`config.mk`:
```
export PLATFORM = sky130hd
export DESIGN_NAME = scm_spi_master
export DESIGN_NICKNAME = d
export VERILOG_FILES = /design/src/hdl/scm_spi_master.v /design/src/hdl/scm_fifo.v
export VERILOG_INCLUDE_DIRS = /design/src /design/src/hdl
export SDC_FILE = /design/constraint.sdc
export NUM_CORES = 1
export LEC_CHECK = 0
export BUFFER_PORTS_ARGS = -buffer_cell sky130_fd_sc_hd__buf_4
export CORE_UTILIZATION = 30
export DETAILED_ROUTE_END_ITERATION = 7
export HOLD_SLACK_MARGIN = 0.05
export PLACE_DENSITY_LB_ADDON = 0.2
export SYNTH_ARGS = -nofsm -noshare
export SYNTH_HDL_FRONTEND = slang
export SYNTH_HIERARCHICAL = 1
export SYNTH_SLANG_ARGS = --single-unit
```
`constraint.sdc`:
```
create_clock -name clk -period 3.37 [get_ports clk]
set_input_delay 0.5055 -clock clk [delete_from_list [all_inputs] [get_ports clk]]
set_output_delay 0.5055 -clock clk [all_outputs]
set_load 0.02 [all_outputs]
```
`src/hdl/scm_regs.vh`:
```
`ifndef SCM_REGS_VH
`define SCM_REGS_VH
`define SCM_DATA_W        8
`define SCM_FIFO_DEPTH    16
`define SCM_CLK_DIV       4'h4
`define SCM_IDLE_STATE    2'h0
`define SCM_SHIFT_STATE   2'h1
`define SCM_GAP_STATE     2'h2
`define SCM_STEM_INPUT    1'b0
`define SCM_STEM_OUTPUT   1'b1
`endif

```
`src/hdl/scm_spi_master.v`:
```
`timescale 1ns/1ns
`include "scm_regs.vh"
module scm_spi_master #(
  parameter DATA_W = `SCM_DATA_W,
  parameter DEPTH  = `SCM_FIFO_DEPTH
) (
  // clock and reset
  input  wire              clk,
  input  wire              rst_n,
  // configuration
  input  wire              enable_pin_mode_select,
  input  wire              peer_active_low,
  // transmit buffer write port
  input  wire              tx_valid,
  output reg               tx_ready,
  input  wire [DATA_W-1:0] tx_data,
  // received data
  output reg               rx_valid,
  output reg  [DATA_W-1:0] rx_data,
  // status
  output reg               busy,
  output reg               aborted,
  // spi pins
  output reg               sclk,
  output reg               mosi,
  input  wire              miso,
  input  wire              peer_enable_pin_in,
  output reg               peer_enable_pin_out,
  output reg               peer_enable_pin_oe
);
  localparam [1:0] ST_IDLE  = `SCM_IDLE_STATE;
  localparam [1:0] ST_SHIFT = `SCM_SHIFT_STATE;
  localparam [1:0] ST_GAP   = `SCM_GAP_STATE;

  reg  [1:0]        ste_sync;
  reg  [1:0]        miso_sync;
  reg  [1:0]        state;
  reg  [3:0]        div_cnt;
  reg  [3:0]        bit_cnt;
  reg  [DATA_W-1:0] shreg;
  wire              peer_active;
  wire              permitted;
  wire              f_ready;
  wire              f_valid;
  wire [DATA_W-1:0] f_data;
  wire              f_pop;
  wire              abort;
  wire              tick;

  // two-stage synchronisers for pins
  always @(posedge clk or negedge rst_n) begin
    if (!rst_n) begin
      ste_sync  <= 2'h0;
      miso_sync <= 2'h0;
    end else begin
      ste_sync  <= {ste_sync[0], peer_enable_pin_in};
      miso_sync <= {miso_sync[0], miso};
    end
  end

  assign peer_active = ste_sync[1] ^ peer_active_low;
  // input mode gates on the peer level; output mode is always free
  assign permitted = (enable_pin_mode_select == `SCM_STEM_OUTPUT) || peer_active;
  assign abort     = (state != ST_IDLE) && !permitted;
  assign tick      = (div_cnt == `SCM_CLK_DIV - 4'h1);
  assign f_pop     = (state == ST_IDLE) && permitted && f_valid;

  // writes are queued regardless of peer state, except one in an abort cycle that the flush drops, and launched only when permitted,
  // so a write during an inactive peer no longer corrupts the frame
  scm_fifo #(
    .WIDTH (DATA_W),
    .DEPTH (DEPTH),
    .AW    (4)
  ) u_fifo (
    .clk       (clk),
    .rst_n     (rst_n),
    .in_valid  (tx_valid),
    .in_ready  (f_ready),
    .in_data   (tx_data),
    .out_valid (f_valid),
    .out_ready (f_pop),
    .out_data  (f_data),
    .flush     (abort)
  );

  always @(posedge clk or negedge rst_n) begin
    if (!rst_n) begin
      state               <= ST_IDLE;
      div_cnt             <= 4'h0;
      bit_cnt             <= 4'h0;
      shreg               <= {DATA_W{1'b0}};
      sclk                <= 1'b0;
      mosi                <= 1'b0;
      rx_valid            <= 1'b0;
      rx_data             <= {DATA_W{1'b0}};
      busy                <= 1'b0;
      aborted             <= 1'b0;
      tx_ready            <= 1'b0;
      peer_enable_pin_out <= 1'b1;
      peer_enable_pin_oe  <= 1'b0;
    end else begin
      rx_valid           <= 1'b0;
      tx_ready           <= f_ready && !abort;
      peer_enable_pin_oe <= (enable_pin_mode_select == `SCM_STEM_OUTPUT);
      if (abort) begin
        // frame dropped mid-byte; pins park and queue is flushed
        state               <= ST_IDLE;
        sclk                <= 1'b0;
        div_cnt             <= 4'h0;
        busy                <= 1'b0;
        aborted             <= 1'b1;
        peer_enable_pin_out <= ~peer_active_low ^ 1'b1;
      end else begin
        case (state)
          ST_IDLE: begin
            sclk                <= 1'b0;
            busy                <= 1'b0;
            peer_enable_pin_out <= peer_active_low;
            if (f_pop) begin
              aborted             <= 1'b0;
              shreg               <= f_data;
              mosi                <= f_data[DATA_W-1];
              bit_cnt             <= 4'h0;
              div_cnt             <= 4'h0;
              busy                <= 1'b1;
              peer_enable_pin_out <= ~peer_active_low;
              state               <= ST_SHIFT;
            end
          end
          ST_SHIFT: begin
            div_cnt <= tick ? 4'h0 : div_cnt + 4'h1;
            if (tick) begin
              sclk <= ~sclk;
              if (!sclk) begin
                shreg <= {shreg[DATA_W-2:0], miso_sync[1]};
              end else begin
                mosi    <= shreg[DATA_W-1];
                bit_cnt <= bit_cnt + 4'h1;
                if (bit_cnt == DATA_W[3:0] - 4'h1) begin
                  state <= ST_GAP;
                end
              end
            end
          end
          ST_GAP: begin
            // busy falls with the enable, so no cycle shows busy on an idle select
            busy                <= 1'b0;
            rx_valid            <= 1'b1;
            rx_data             <= shreg;
            peer_enable_pin_out <= peer_active_low;
            state               <= ST_IDLE;
          end
          default: begin
            state <= ST_IDLE;
          end
        endcase
      end
    end
  end
endmodule // scm_spi_master

```
`src/hdl/scm_fifo.v`:
```
`timescale 1ns/1ns
module scm_fifo #(
  parameter WIDTH = 8,
  parameter DEPTH = 16,
  parameter AW    = 4
) (
  // clock and reset
  input  wire             clk,
  input  wire             rst_n,
  // fill side
  input  wire             in_valid,
  output wire             in_ready,
  input  wire [WIDTH-1:0] in_data,
  // drain side
  output wire             out_valid,
  input  wire             out_ready,
  output wire [WIDTH-1:0] out_data,
  // flush
  input  wire             flush
);
  reg [WIDTH-1:0] mem [0:DEPTH-1];
  reg [AW-1:0]    wr_ptr;
  reg [AW-1:0]    rd_ptr;
  reg [AW:0]      count;
  wire            push;
  wire            pop;

  assign in_ready  = (count != DEPTH[AW:0]);
  assign out_valid = (count != {(AW+1){1'b0}});
  assign out_data  = mem[rd_ptr];
  assign push      = in_valid && in_ready;
  assign pop       = out_valid && out_ready;

  always @(posedge clk) begin
    if (push) begin
      mem[wr_ptr] <= in_data;
    end
  end

  always @(posedge clk or negedge rst_n) begin
    if (!rst_n) begin
      wr_ptr <= {AW{1'b0}};
      rd_ptr <= {AW{1'b0}};
      count  <= {(AW+1){1'b0}};
    end else if (flush) begin
      // an aborted frame discards queued data; software rewrites it
      wr_ptr <= {AW{1'b0}};
      rd_ptr <= {AW{1'b0}};
      count  <= {(AW+1){1'b0}};
    end else begin
      if (push) begin
        wr_ptr <= wr_ptr + 1'b1;
      end
      if (pop) begin
        rd_ptr <= rd_ptr + 1'b1;
      end
      count <= count + {{AW{1'b0}}, push} - {{AW{1'b0}}, pop};
    end
  end
endmodule // scm_fifo

```
==> summary.md, run 1 <==
| Metric | Value |
|---|---|
| Final core utilization | 35.39% |
| EDFF count, synth | about 130 |
| Nets@finish | 579 |
| Starting density of the core | a little under a third |
| I/O Buffers | 30 |
| Clock sink count | 179 |
| Max Cap Viol | 0 |
| Grt ovf | 0 |
| Share of layout cells above drive strength 1 | 25.40% |
| Req. time, crit path | 3.67 ns |
| Yosys Warn Count | 6 |
| Die W | 161.8 um |
| Vias/cell | 4.656 |
| Diode count | 0 |
| FF+latch area | just over 5000 um2 |
| Register-to-register setup slack | 0.19 ns |
| Crit path max-delay cell type | or4b_1 |
| Number of remaining DRC errors | 0 |
| Die area | roughly 26000 um2 |
| Drt pass-1 iters | 4 |
| Initial antenna violation count | 0 |
| Antenna Nets Post-Route | 0 |
| Sequential share of power | 42.6% |
| Setup TNS | 0 ns |
| GR Util All Layers | 13.00% |
| Longest Clk Path Bufs | 2 |
| CTS tree | done |
| Pwr per Cell Area | 782.0 nW/um2 |
| Worst hold path type | input port to asynchronous set/reset pin |
| Final Max Slew Viols | 0 |
| Fin cells | 893 |
| Final hold vios | 0 |
| Top cell by count, worst path | inv_1 |
| Num rows | 58 |
| Status | completed |
| Final wirelength | 15.96 mm |
| Slew headroom | 39.31% |
| Starting DRC count in detailed routing | 251 |
| Post-Syn Instances | 501 |
| Tcrit/Tclk final | ~94% |
| Syn nets | 530 |
| Fmax | about 0.31 GHz |
| Die H | about 160 um |
| Switching Fraction | 33.65% |
| Min cycle time layout | 3.182 ns |
| Synth Flop Type | edfxtp_1 |
| Overall Power | about 6.9 mW |
| Post-synthesis sequential area ratio | 66.89% |
| Setup CP Type | flip-flop to flip-flop |
| Inserted Clock Buffers | 17 |
| H-tree levels | 4 |
| Placed Cells | 860 |
| Worst path arrival time | 3.49 ns |
| I/O pin total | 31 |
| Startpoint types | flip-flop |
| Internal Power | 4.610 mW |
| First-pass GRT wire length | between 20 and 25 mm |
| Avg WL per Cell | between 15 and 20 um |
| Cell Area, Synth | 7656 um2 |
| Area grow syn2layout | 16.06% |
| Crit path max fanout | 6 |
| Vias in the first global route | 4305 |
| CTS Root Cell | clkbuf_16 |
| Core Area | 25110 um2 |
| Setup violations, final | 0 |
| Combinational Power Share | 30.3% |
| DR vias | 4158 |
| Clock Latency Late Sink | 0.43 ns |
| Static Leak | 3.400 nW |
| Switching Power | around 2.3 mW |
| Worst Tran Pin Value | 0.9085 ns |
| Routability cong. | 0.7323 |
| CP peak stage delay | 0.48 ns |
| Multi-input logic area | 2276 um2 |
| Clock Power Share | 27.2% |
| Critical path, cell by cell | inv_1 -> ha_1 -> or4b_1 -> o211ai_1 -> inv_2 -> nand2_2 -> inv_1 -> ha_1 -> inv_1 -> ha_1 -> inv_1 -> fa_1 -> nor2b_2 -> o21bai_1 -> a21oi_1 -> nor3b_2 |
| Maximum VDD drop | 0.0003048 V |
| Clock slew at reported path FFs | 0.07 ns |
| CP Capture Type | flip-flop |
| Syn_area_per_cell | ~15 um2 |
| Seq cells post-synth | 179 |
| # fillers | 2451 |
| HPWL after DPL | between 10 and 15 mm |
| Async set or reset register ratio after synthesis | 28.49% |
| Largest net degree at the start of global routing | 52 |
| Unique cell type count in the Yosys netlist | 50 |
| Worst clock skew | 0.008989 ns |
-- critical path: cells and delay by family (launching register included) --
kind	cells	cell delay [ns]
compound gates	3	0.51
fa+ha+maj	4	0.99
buf+inv	5	0.37
flops	1	0.40
simple gates	4	0.82
-- cell type report --
type | count | area share [%]
inverters | 21 | 0.8871
repair buffers | 56 | 4.872
well taps | 330 | 4.647
multi-input cells | 275 | 25.61
clock inverters | 15 | 1.549
clock buffers | 17 | 4.787
flip-flops and latches | 179 | 57.65
-- cells in the mapped netlist, types with 3 or more instances --
master / n / area share [%]
xnor2_1: 4 / 0.46
o211ai_1: 3 / 0.29
dfrtp_1: 50 / 16
a221oi_2: 9 / 1.8
nand3_1: 10 / 0.65
or3_1: 3 / 0.25
a31oi_1: 3 / 0.25
edfxtp_1: 128 / 50
a221oi_1: 7 / 0.80
xor2_1: 5 / 0.57
mux2i_1: 33 / 4.3
inv_1: 19 / 0.93
clkbuf_1: 7 / 0.34
a21oi_1: 8 / 0.52
ha_1: 13 / 2.1
nor2b_1: 9 / 0.74
a22oi_1: 10 / 0.98
o21ai_0: 16 / 1.0
mux2_2: 11 / 1.6
buf_2: 6 / 0.39
nand2b_1: 3 / 0.25
buf_6: 10 / 1.5
mux2_4: 8 / 1.6
nand2_1: 48 / 2.4
mux4_2: 16 / 4.7
nor2_1: 26 / 1.3
nor3_1: 8 / 0.52
-- repair_timing --
item                       4_1_cts  5_1_grt
gates resized for setup          0        3
hold buffers                     0        0
setup endpoints to repair        0        1
buffers inserted                 0        1
-- per-layer routing --
metal	vias to the layer above	track usage [%]	share of wire (%)	wire length, um
li1	1979	-	-	-
met1	2102	16.58	46	7420
met2	66	21.94	49	7900
met3	11	2.937	2.8	454
met4	0	4.031	1.2	186
met5	-	0	0	0
-- registers in the layout, summed over array words and instances (netlist names) --
signal               count
shreg                    8
tx_ready                 1
aborted                  1
state                    2
u_fifo/rd_ptr            4
busy                     1
ste_sync                 2
u_fifo/wr_ptr            4
peer_enable_pin_out      1
sclk                     1
mosi                     1
u_fifo/count             5
peer_enable_pin_oe       1
rx_valid                 1
miso_sync                2
bit_cnt                  4
u_fifo/mem             128
rx_data                  8
div_cnt                  4
-- placed cells by master (no fill, tap or decap), drive strengths merged, types with 2 or more instances in the layout --
cell	Yosys	routed
a21oi	8	8
a22oi	10	10
nand2b	3	3
nand4	2	2
a21o	2	2
o211ai	3	3
a221oi	16	16
nor3	8	8
xor2	6	6
edfxtp	128	128
nor2b	9	9
a31oi	3	3
nor2	27	27
xnor2	4	4
nand2	49	49
o21ai	16	16
or3	3	3
inv	21	30
or4	2	2
mux2	19	19
clkinv	0	5
mux2i	33	33
buf	19	56
mux4	16	16
clkbuf	7	17
nor3b	2	2
dfrtp	50	50
ha	13	13
nand3	10	10
and2	2	2
-- cell families (layout without fill, tap and decap cells) --
group                      after synthesis  in the layout  synth area share [%]
DFF                                    179            179                 66.89
adders and majority gates               14             14                 2.386
buffers and inverters                   47            109                 3.481
xor gates and xnor gates                10             10                 1.242
AOI/OAI and AO/OA                       63             63                 6.374
muxes                                   68             68                 12.21
and+or+nand+nor                        120            120                 7.420
-- power by group through the flow --
stage | sequential [mW] | clock, mW | combinational [mW]
final | 2.96 | 1.89 | 2.10
after global routing | 3.01 | 2.04 | 2.32
after CTS | 2.97 | 1.94 | 2.10
after detailed placement | 3.01 | 0 | 2.10
after global placement | 3.00 | 0 | 2.05
after floorplan | 2.90 | 0 | 1.59
-- path summary, 6_finish.rpt --
kind	startpoint	end	depth (start not counted)
max	u_fifo/count[3]	u_fifo/count[4]	16
min	rst_n	tx_ready	1
max reg2reg	u_fifo/count[3]	u_fifo/count[4]	16
min reg2reg	ste_sync[0]	ste_sync[1]	0
max in group asynchronous	rst_n	u_fifo/rd_ptr[0]	1
min in group clk	peer_enable_pin_in	ste_sync[0]	1
-- through the flow --
| step | hold slack [ns] | setup WS, ns | instance area (um2) |
|---|---|---|---|
| floorplan | 0.2099 | 0.3654 | 7656 |
| global placement | 0.3340 | 0.3097 | 8308 |
| detailed placement | 0.3362 | 0.1522 | 8308 |
| CTS | 0.1338 | 0.1254 | 8871 |
| global route | 0.1525 | -0.01875 | 8886 |
| finish | 0.1182 | 0.1876 | 8886 |
(Power assumes the default switching activity.)
==> run 2: changes to the inputs <==
--- a/config.mk
+++ b/config.mk
@@ -6,6 +6,7 @@
 export SDC_FILE = /design/constraint.sdc
 export NUM_CORES = 1
 export LEC_CHECK = 0
+export ABC_AREA = 1
 export BUFFER_PORTS_ARGS = -buffer_cell sky130_fd_sc_hd__buf_4
 export CORE_UTILIZATION = 30
 export DETAILED_ROUTE_END_ITERATION = 7
==> run 2 against run 1 <==
- global-route usage rose by 0.87 points
- routed wire length rose by 15%
- cell count is 35% higher
- largest cell class unchanged
- power rose by 8.8%
- clock power rose by 2%
==> summary.md, run 2 <==
| Metric | Value |
|---|---|
| Avg WL per Cell | 15.14 um |
| DR vias | 5320 |
| Resized Gates After CTS | 0 |
| Final hold vios | 0 |
| Status | completed |
| Crit path max-delay cell type | dfrtp_1 |
| Async set or reset register ratio after synthesis | between 20% and 30% |
| H-tree levels | 4 |
| Number of cells on the worst reg-to-reg path | 15 |
| Min cycle time layout | around 2.8 ns |
| I/O Buffers | 30 |
| Pwr per Cell Area | 820.3 nW/um2 |
| CP peak stage delay | roughly 0.4 ns |
| CTS Hold Buffers Added | 0 |
| Postcts setup bufs | 0 |
| Drt pass-1 iters | 5 |
| Core Area | 26350 um2 |
| Initial antenna violation count | 0 |
| Diode count | 0 |
| Top cell by count, worst path | inv_1 |
| Worst hold path type | input port to asynchronous set/reset pin |
| Seq cells post-synth | around 180 |
| Clock slew at reported path FFs | 0.07 ns |
| Crit path max fanout | 6 |
| CTS tree | done |
| Worst path arrival time | ~3 ns |
| Most frequent cell after synthesis | nand2_1 |
| Worst clock skew | 0.01156 ns |
| Longest Clk Path Bufs | 2 |
| Syn_area_per_cell | 9.768 um2 |
| Unique cell type count in the Yosys netlist | 31 |
| Req. time, crit path | approximately 3.7 ns |
| Synth area leaders | edfxtp_1, dfrtp_1, nand2_1 |
| Final Max Slew Viols | 0 |
| Critical path, cell by cell | inv_1 -> ha_1 -> nand4_1 -> nand3_1 -> inv_1 -> nand2_1 -> inv_1 -> ha_1 -> inv_1 -> ha_1 -> inv_1 -> fa_1 -> nand3b_1 -> a21oi_1 -> nor2_1 |
| Die area | 27850 um2 |
| Unrepaired setup endpoints after global routing | no |
| Die W | 166.9 um |
| I/O pin total | 31 |
| Antenna Nets Post-Route | 0 |
| Setup violations, final | 0 |
| Largest net degree at the start of global routing | 84 |
| Area share of the largest cell type after synthesis | 47.12% |
| HPWL after DPL | 11.76 mm |
| Fmax | ~0.36 GHz |
| Setup crit start | u_fifo/count[2] |
| Starting density of the core | 30.95% |
| Setup CP Type | flip-flop to flip-flop |
| Final core utilization | 34.99% |
| Die H | 166.9 um |
| Max Cap Viol | 0 |
| Clock Latency Late Sink | 0.43 ns |
| Yosys Warn Count | 6 |
| Largest regs | u_fifo/mem (128), rx_data (8), shreg (8) |
| GR Util All Layers | between 10% and 20% |
| Nets@finish | 892 |
| Most common cell after layout, fill and taps aside | nand2_1 |
| Post-synthesis sequential area ratio | 62.79% |
| Vias/cell | 4.397 |
| Final wirelength | 18.31 mm |
| Post-placement cell area | 8655 um2 |
| Worst Tran Pin Value | 0.9309 ns |
| EDFF count, synth | roughly 130 |
| Worst slack, placed | 0.6028 ns |
| Syn nets | 864 |
| Tcrit/Tclk final | 81.84% |
| Slew headroom | around 38% |
| Setup TNS | 0 ns |
| Cell Area, Synth | 8157 um2 |
| Routability cong. | ~0.74 |
| Commonest cells after routing, fill and taps aside | nand2_1, edfxtp_1, inv_1, nor2_1, nand3_1 |
| Number of remaining DRC errors | 0 |
| Biggest register | u_fifo/mem |
| Share of layout cells above drive strength 1 | 10.86% |
| Startpoint types | flip-flop |
| Clock sink count | 179 |
| Cell area after layout | 9220 um2 |
| Inserted Clock Buffers | 17 |
| Post-synth top cells | nand2_1, edfxtp_1, inv_1 |
| CP Capture Type | flip-flop |
| Maximum VDD drop | 0.0003879 V |
| Area grow syn2layout | 13.04% |
| Num rows | 59 |
| Grt ovf | 0 |
| Final WS setup | 0.6119 ns |
| Synth Flop Type | edfxtp_1 |
| Max reg flops | 128 |
| Static Leak | 4.038 nW |
| FF-to-FF Start | u_fifo/count[2] |
| Starting DRC count in detailed routing | around 360 |
| CTS Root Cell | clkbuf_16 |
| # fillers | 2648 |
| Synth area leader | edfxtp_1 |
| First-pass GRT wire length | 29.25 mm |
| Post-Syn Instances | between 800 and 900 |
| Vias in the first global route | 5121 |
==> run 2: changes by cell type in the layout (fill, tap and decap cells not counted), sizes merged, moves of 16 or more <==
cell	change
nor2	+53
mux2i	-33
buf	-16
inv	+64
a221oi	-16
nand3	+65
nand2	+252
mux4	-16
nand4	+19
mux2	-19
==> run 2: per-stage QoR <==
step                total power, mW  hold WS [ns]  std cells
global placement              5.725        0.3326       1179
floorplan                     4.946        0.2099        835
finish                        7.563        0.1048       1210
global route                  8.120        0.1558       1210
detailed placement            5.716        0.3362       1179
CTS                           7.660        0.1293       1210
==> run 2: where the power goes <==
group,internal (mW),total [mW],switching [mW],leakage (nW)
sequential,2.71,2.92,0.209,1.81
combinational,0.848,2.72,1.87,1.97
clock,1.09,1.93,0.840,0.267
==> run 2: worst paths after layout <==
| path | to | slack [ns] |
|---|---|---|
| min in group clk | ste_sync[0] | 0.18 |
| max reg2reg | u_fifo/count[4] | 0.61 |
| min | bit_cnt[1] | 0.10 |
| max | u_fifo/count[4] | 0.61 |
| max in group asynchronous | u_fifo/rd_ptr[0] | 2.77 |
| min reg2reg | ste_sync[1] | 0.35 |
==> run 2: cell families after synthesis <==
group,count (synthesis),synth area share [%]
AO/OA/AOI/OAI,30,1.917
XOR/XNOR,6,0.6443
adder cells (fa/ha/maj),14,2.240
buffers and inverters,126,7.133
flip-flops,179,62.79
AND/OR/NAND/NOR,480,25.28
==> run 2: final cells by class <==
| cell class | count | area [um2] | area share, % |
|---|---|---|---|
| Clock buffer | 18 | 429.2 | 4.655 |
| Clock inverter | 13 | 136.4 | 1.479 |
| Inverter | 95 | 359.1 | 3.895 |
| Multi-Input combinational cell | 530 | 2454 | 26.61 |
| Sequential cell | 179 | 5122 | 55.56 |
| Tap cell | 335 | 419.2 | 4.546 |
| Timing Repair Buffer | 40 | 300.3 | 3.257 |
==> run 2: per-layer routing <==
metal / wire length (um) / part of all wire, % / up-vias / GRT usage, %
li1: - / - / 2751 / -
met1: 9117 / 50 / 2478 / 19.38
met2: 8407 / 46 / 74 / 21.43
met3: 563 / 3.1 / 17 / 2.757
met4: 226 / 1.2 / 0 / 4.710
met5: 0 / 0 / - / 0
==> run 2: worst max-delay path, delay by kind of cell (launching register included) <==
kind            cells  cell delay [ns]
compound gates      1             0.15
fa+ha+maj           4             0.99
buf+inv             5             0.36
flops               1             0.39
simple gates        5             0.75
==> run 3: changes to the inputs <==
==> constraint.sdc (replaced) <==
create_clock -name clk -period 2.5 [get_ports clk]
set_input_delay 0.375 -clock clk [delete_from_list [all_inputs] [get_ports clk]]
set_output_delay 0.375 -clock clk [all_outputs]
set_load 0.02 [all_outputs]
==> run 3 against run 2 <==
- design area rose by 3.4%
- sequential share of layout area shrank 1.8 points
- fmax is 17% higher
- non-clock buffer count grew 29
- register-to-register slack worse by 0.46 ns
- clock-buffer cell count down 1
- flip-flop and latch count is the same
- first-iteration DRC count grew 20%
- core utilization grew 1.2 points
- cell count grew 2.5%
==> summary.md, run 3 (synthesized netlist as in run 2, its figures left out) <==
| Metric | Value |
|---|---|
| Status | completed |
| Sequential share of power | a little under two fifths |
| Min cycle time layout | around 2.3 ns |
| Worst slack, placed | 0.08677 ns |
| Longest Clk Path Bufs | 2 |
| Setup CP Type | flip-flop to flip-flop |
| Commonest cells after routing, fill and taps aside | nand2_1, edfxtp_1, inv_1, nor2_1, buf_4 |
| Critical path, cell by cell | inv_2 -> ha_4 -> nand4_1 -> buf_6 -> nand2_2 -> inv_2 -> ha_4 -> inv_2 -> ha_4 -> inv_2 -> fa_2 -> nand3b_1 -> nand3_1 -> nand2_1 -> nor2_1 |
| Tcrit/Tclk final | 93.96% |
| I/O Buffers | 30 |
| H-tree levels | 4 |
| Vias/cell | 4.431 |
| Combinational Power Share | 37.9% |
| Antenna Nets Post-Route | 0 |
| I/O pin total | 31 |
| FF-to-FF Start | u_fifo/count[3] |
| Register-to-register setup slack | around 0.15 ns |
| Die W | 166.9 um |
| Pwr per Cell Area | 1105 nW/um2 |
| Worst hold path type | input port to flip-flop |
| CP peak stage delay | 0.40 ns |
| Unrepaired setup endpoints after global routing | yes |
| Final Max Slew Viols | 0 |
| Setup crit start | u_fifo/count[3] |
| Slew headroom | 53.84% |
| Max reg flops | 128 |
| Core Area | 26350 um2 |
| Maximum VDD drop | 0.0004257 V |
| Die H | 166.9 um |
| Crit path max-delay cell type | dfrtp_1 |
| Nets@finish | 921 |
| Worst path arrival time | 2.70 ns |
| Largest net degree at the start of global routing | between 50 and 60 |
| Drt pass-1 iters | 4 |
| First-pass GRT wire length | between 20 and 30 mm |
| Startpoint types | flip-flop |
| Final wirelength | roughly 19 mm |
| Req. time, crit path | between 2 and 3 ns |
| Clock Latency Late Sink | 0.42 ns |
| Final core utilization | 36.17% |
| Biggest register | u_fifo/mem |
| Crit path max fanout | 7 |
| Final hold vios | 0 |
| Hold slack | 0.2592 ns |
| Switching Power | 4.056 mW |
| Area grow syn2layout | 16.87% |
| Crit path max-delay family | adder cells |
| CP bufs+invs | 5 |
| Starting DRC count in detailed routing | 426 |
| Worst Tran Pin Value | 0.6923 ns |
| Largest regs | u_fifo/mem (128), rx_data (8), shreg (8) |
| Min-delay src | peer_active_low |
| Final WS setup | 0.1509 ns |
| Clock sink count | 179 |
| Setup TNS | 0 ns |
| Routability cong. | approximately 0.74 |
| Fin cells | 1240 |
| CTS tree | done |
| Number of remaining DRC errors | 0 |
| Inserted Clock Buffers | 17 |
| HPWL after DPL | 11.94 mm |
| CP Capture Type | flip-flop |
| Grt ovf | 0 |
| Top cell by count, worst path | inv_2 |
| Die area | around 28000 um2 |
| Most common cell after layout, fill and taps aside | nand2_1 |
| Max Cap Viol | 0 |
| Starting density of the core | 30.95% |
| Internal Power | roughly 6.5 mW |
| Vias in the first global route | ~5100 |
| Switching Fraction | around two fifths |
| Num rows | 59 |
| Setup violations, final | 0 |
| Share of layout cells above drive strength 1 | about 15% |
| Fmax | ~0.43 GHz |
| Placed Cells | between 1000 and 1500 |
| CTS Root Cell | clkbuf_16 |
| DR vias | 5495 |
| Avg WL per Cell | 15.02 um |
| Clock slew at reported path FFs | 0.06 ns |
| Worst clock skew | approximately 0.0067 ns |
| Initial antenna violation count | 0 |
| Static Leak | 4.198 nW |
| Clock Power Share | 25.0% |
| Diode count | 0 |
| GR Util All Layers | 13.91% |
==> run 3: power groups by stage <==
stage                     sequential, mW  clock [mW]  combinational [mW]
after floorplan                     4.01           0                2.67
after global placement              3.97           0                3.90
after detailed placement            3.97           0                3.90
after CTS                           3.92        2.70                3.92
after global routing                3.98        2.82                4.52
final                               3.92        2.63                3.99
==> run 3: path summary, 6_finish.rpt <==
kind	end	cells past startpoint
setup reg to reg	u_fifo/count[4]	15
max in group asynchronous	u_fifo/rd_ptr[0]	2
min in group asynchronous	bit_cnt[1]	2
setup / recovery	u_fifo/count[4]	15
hold reg to reg	miso_sync[1]	0
hold / removal	peer_enable_pin_out	5
==> run 3: worst register-to-register path: cells and delay by family, from the launching register on <==
| family | cells | cell delay, ns |
|---|---|---|
| DFF | 1 | 0.40 |
| and+or+nand+nor | 6 | 0.65 |
| buffers and inverters | 5 | 0.42 |
| adders and majority gates | 4 | 0.81 |
==> run 3: timing repair <==
item / in CTS / in global routing
hold endpoints to repair: 53 / 0
gates resized for setup: 0 / 12
setup endpoints to repair: 0 / 1
setup buffers: 0 / 5
hold buffers: 4 / 0
==> run 3: final cells by class <==
cell class / instances / area (um2)
Sequential cell: 179 / 5122
Timing Repair Buffer: 69 / 544.3
Inverter: 95 / 359.1
Clock buffer: 17 / 425.4
Tap cell: 335 / 419.2
Fill cell: 2548 / 16820
Multi-Input combinational cell: 530 / 2505
Clock inverter: 15 / 157.7
==> run 3: metrics by stage <==
stage	instance area, um2	total power [mW]
after floorplan	8167	6.683
after global placement	8827	7.866
after detailed placement	8827	7.873
after CTS	9450	10.54
after global routing	9533	11.32
final	9533	10.54
==> run 3: layer usage <==
layer,global-route usage [%],up-vias,share of wire [%]
met2,21.67,75,47
met5,0,-,0
met1,19.39,2593,49
met4,4.509,0,1.3
li1,-,2810,-
met3,2.709,17,2.4
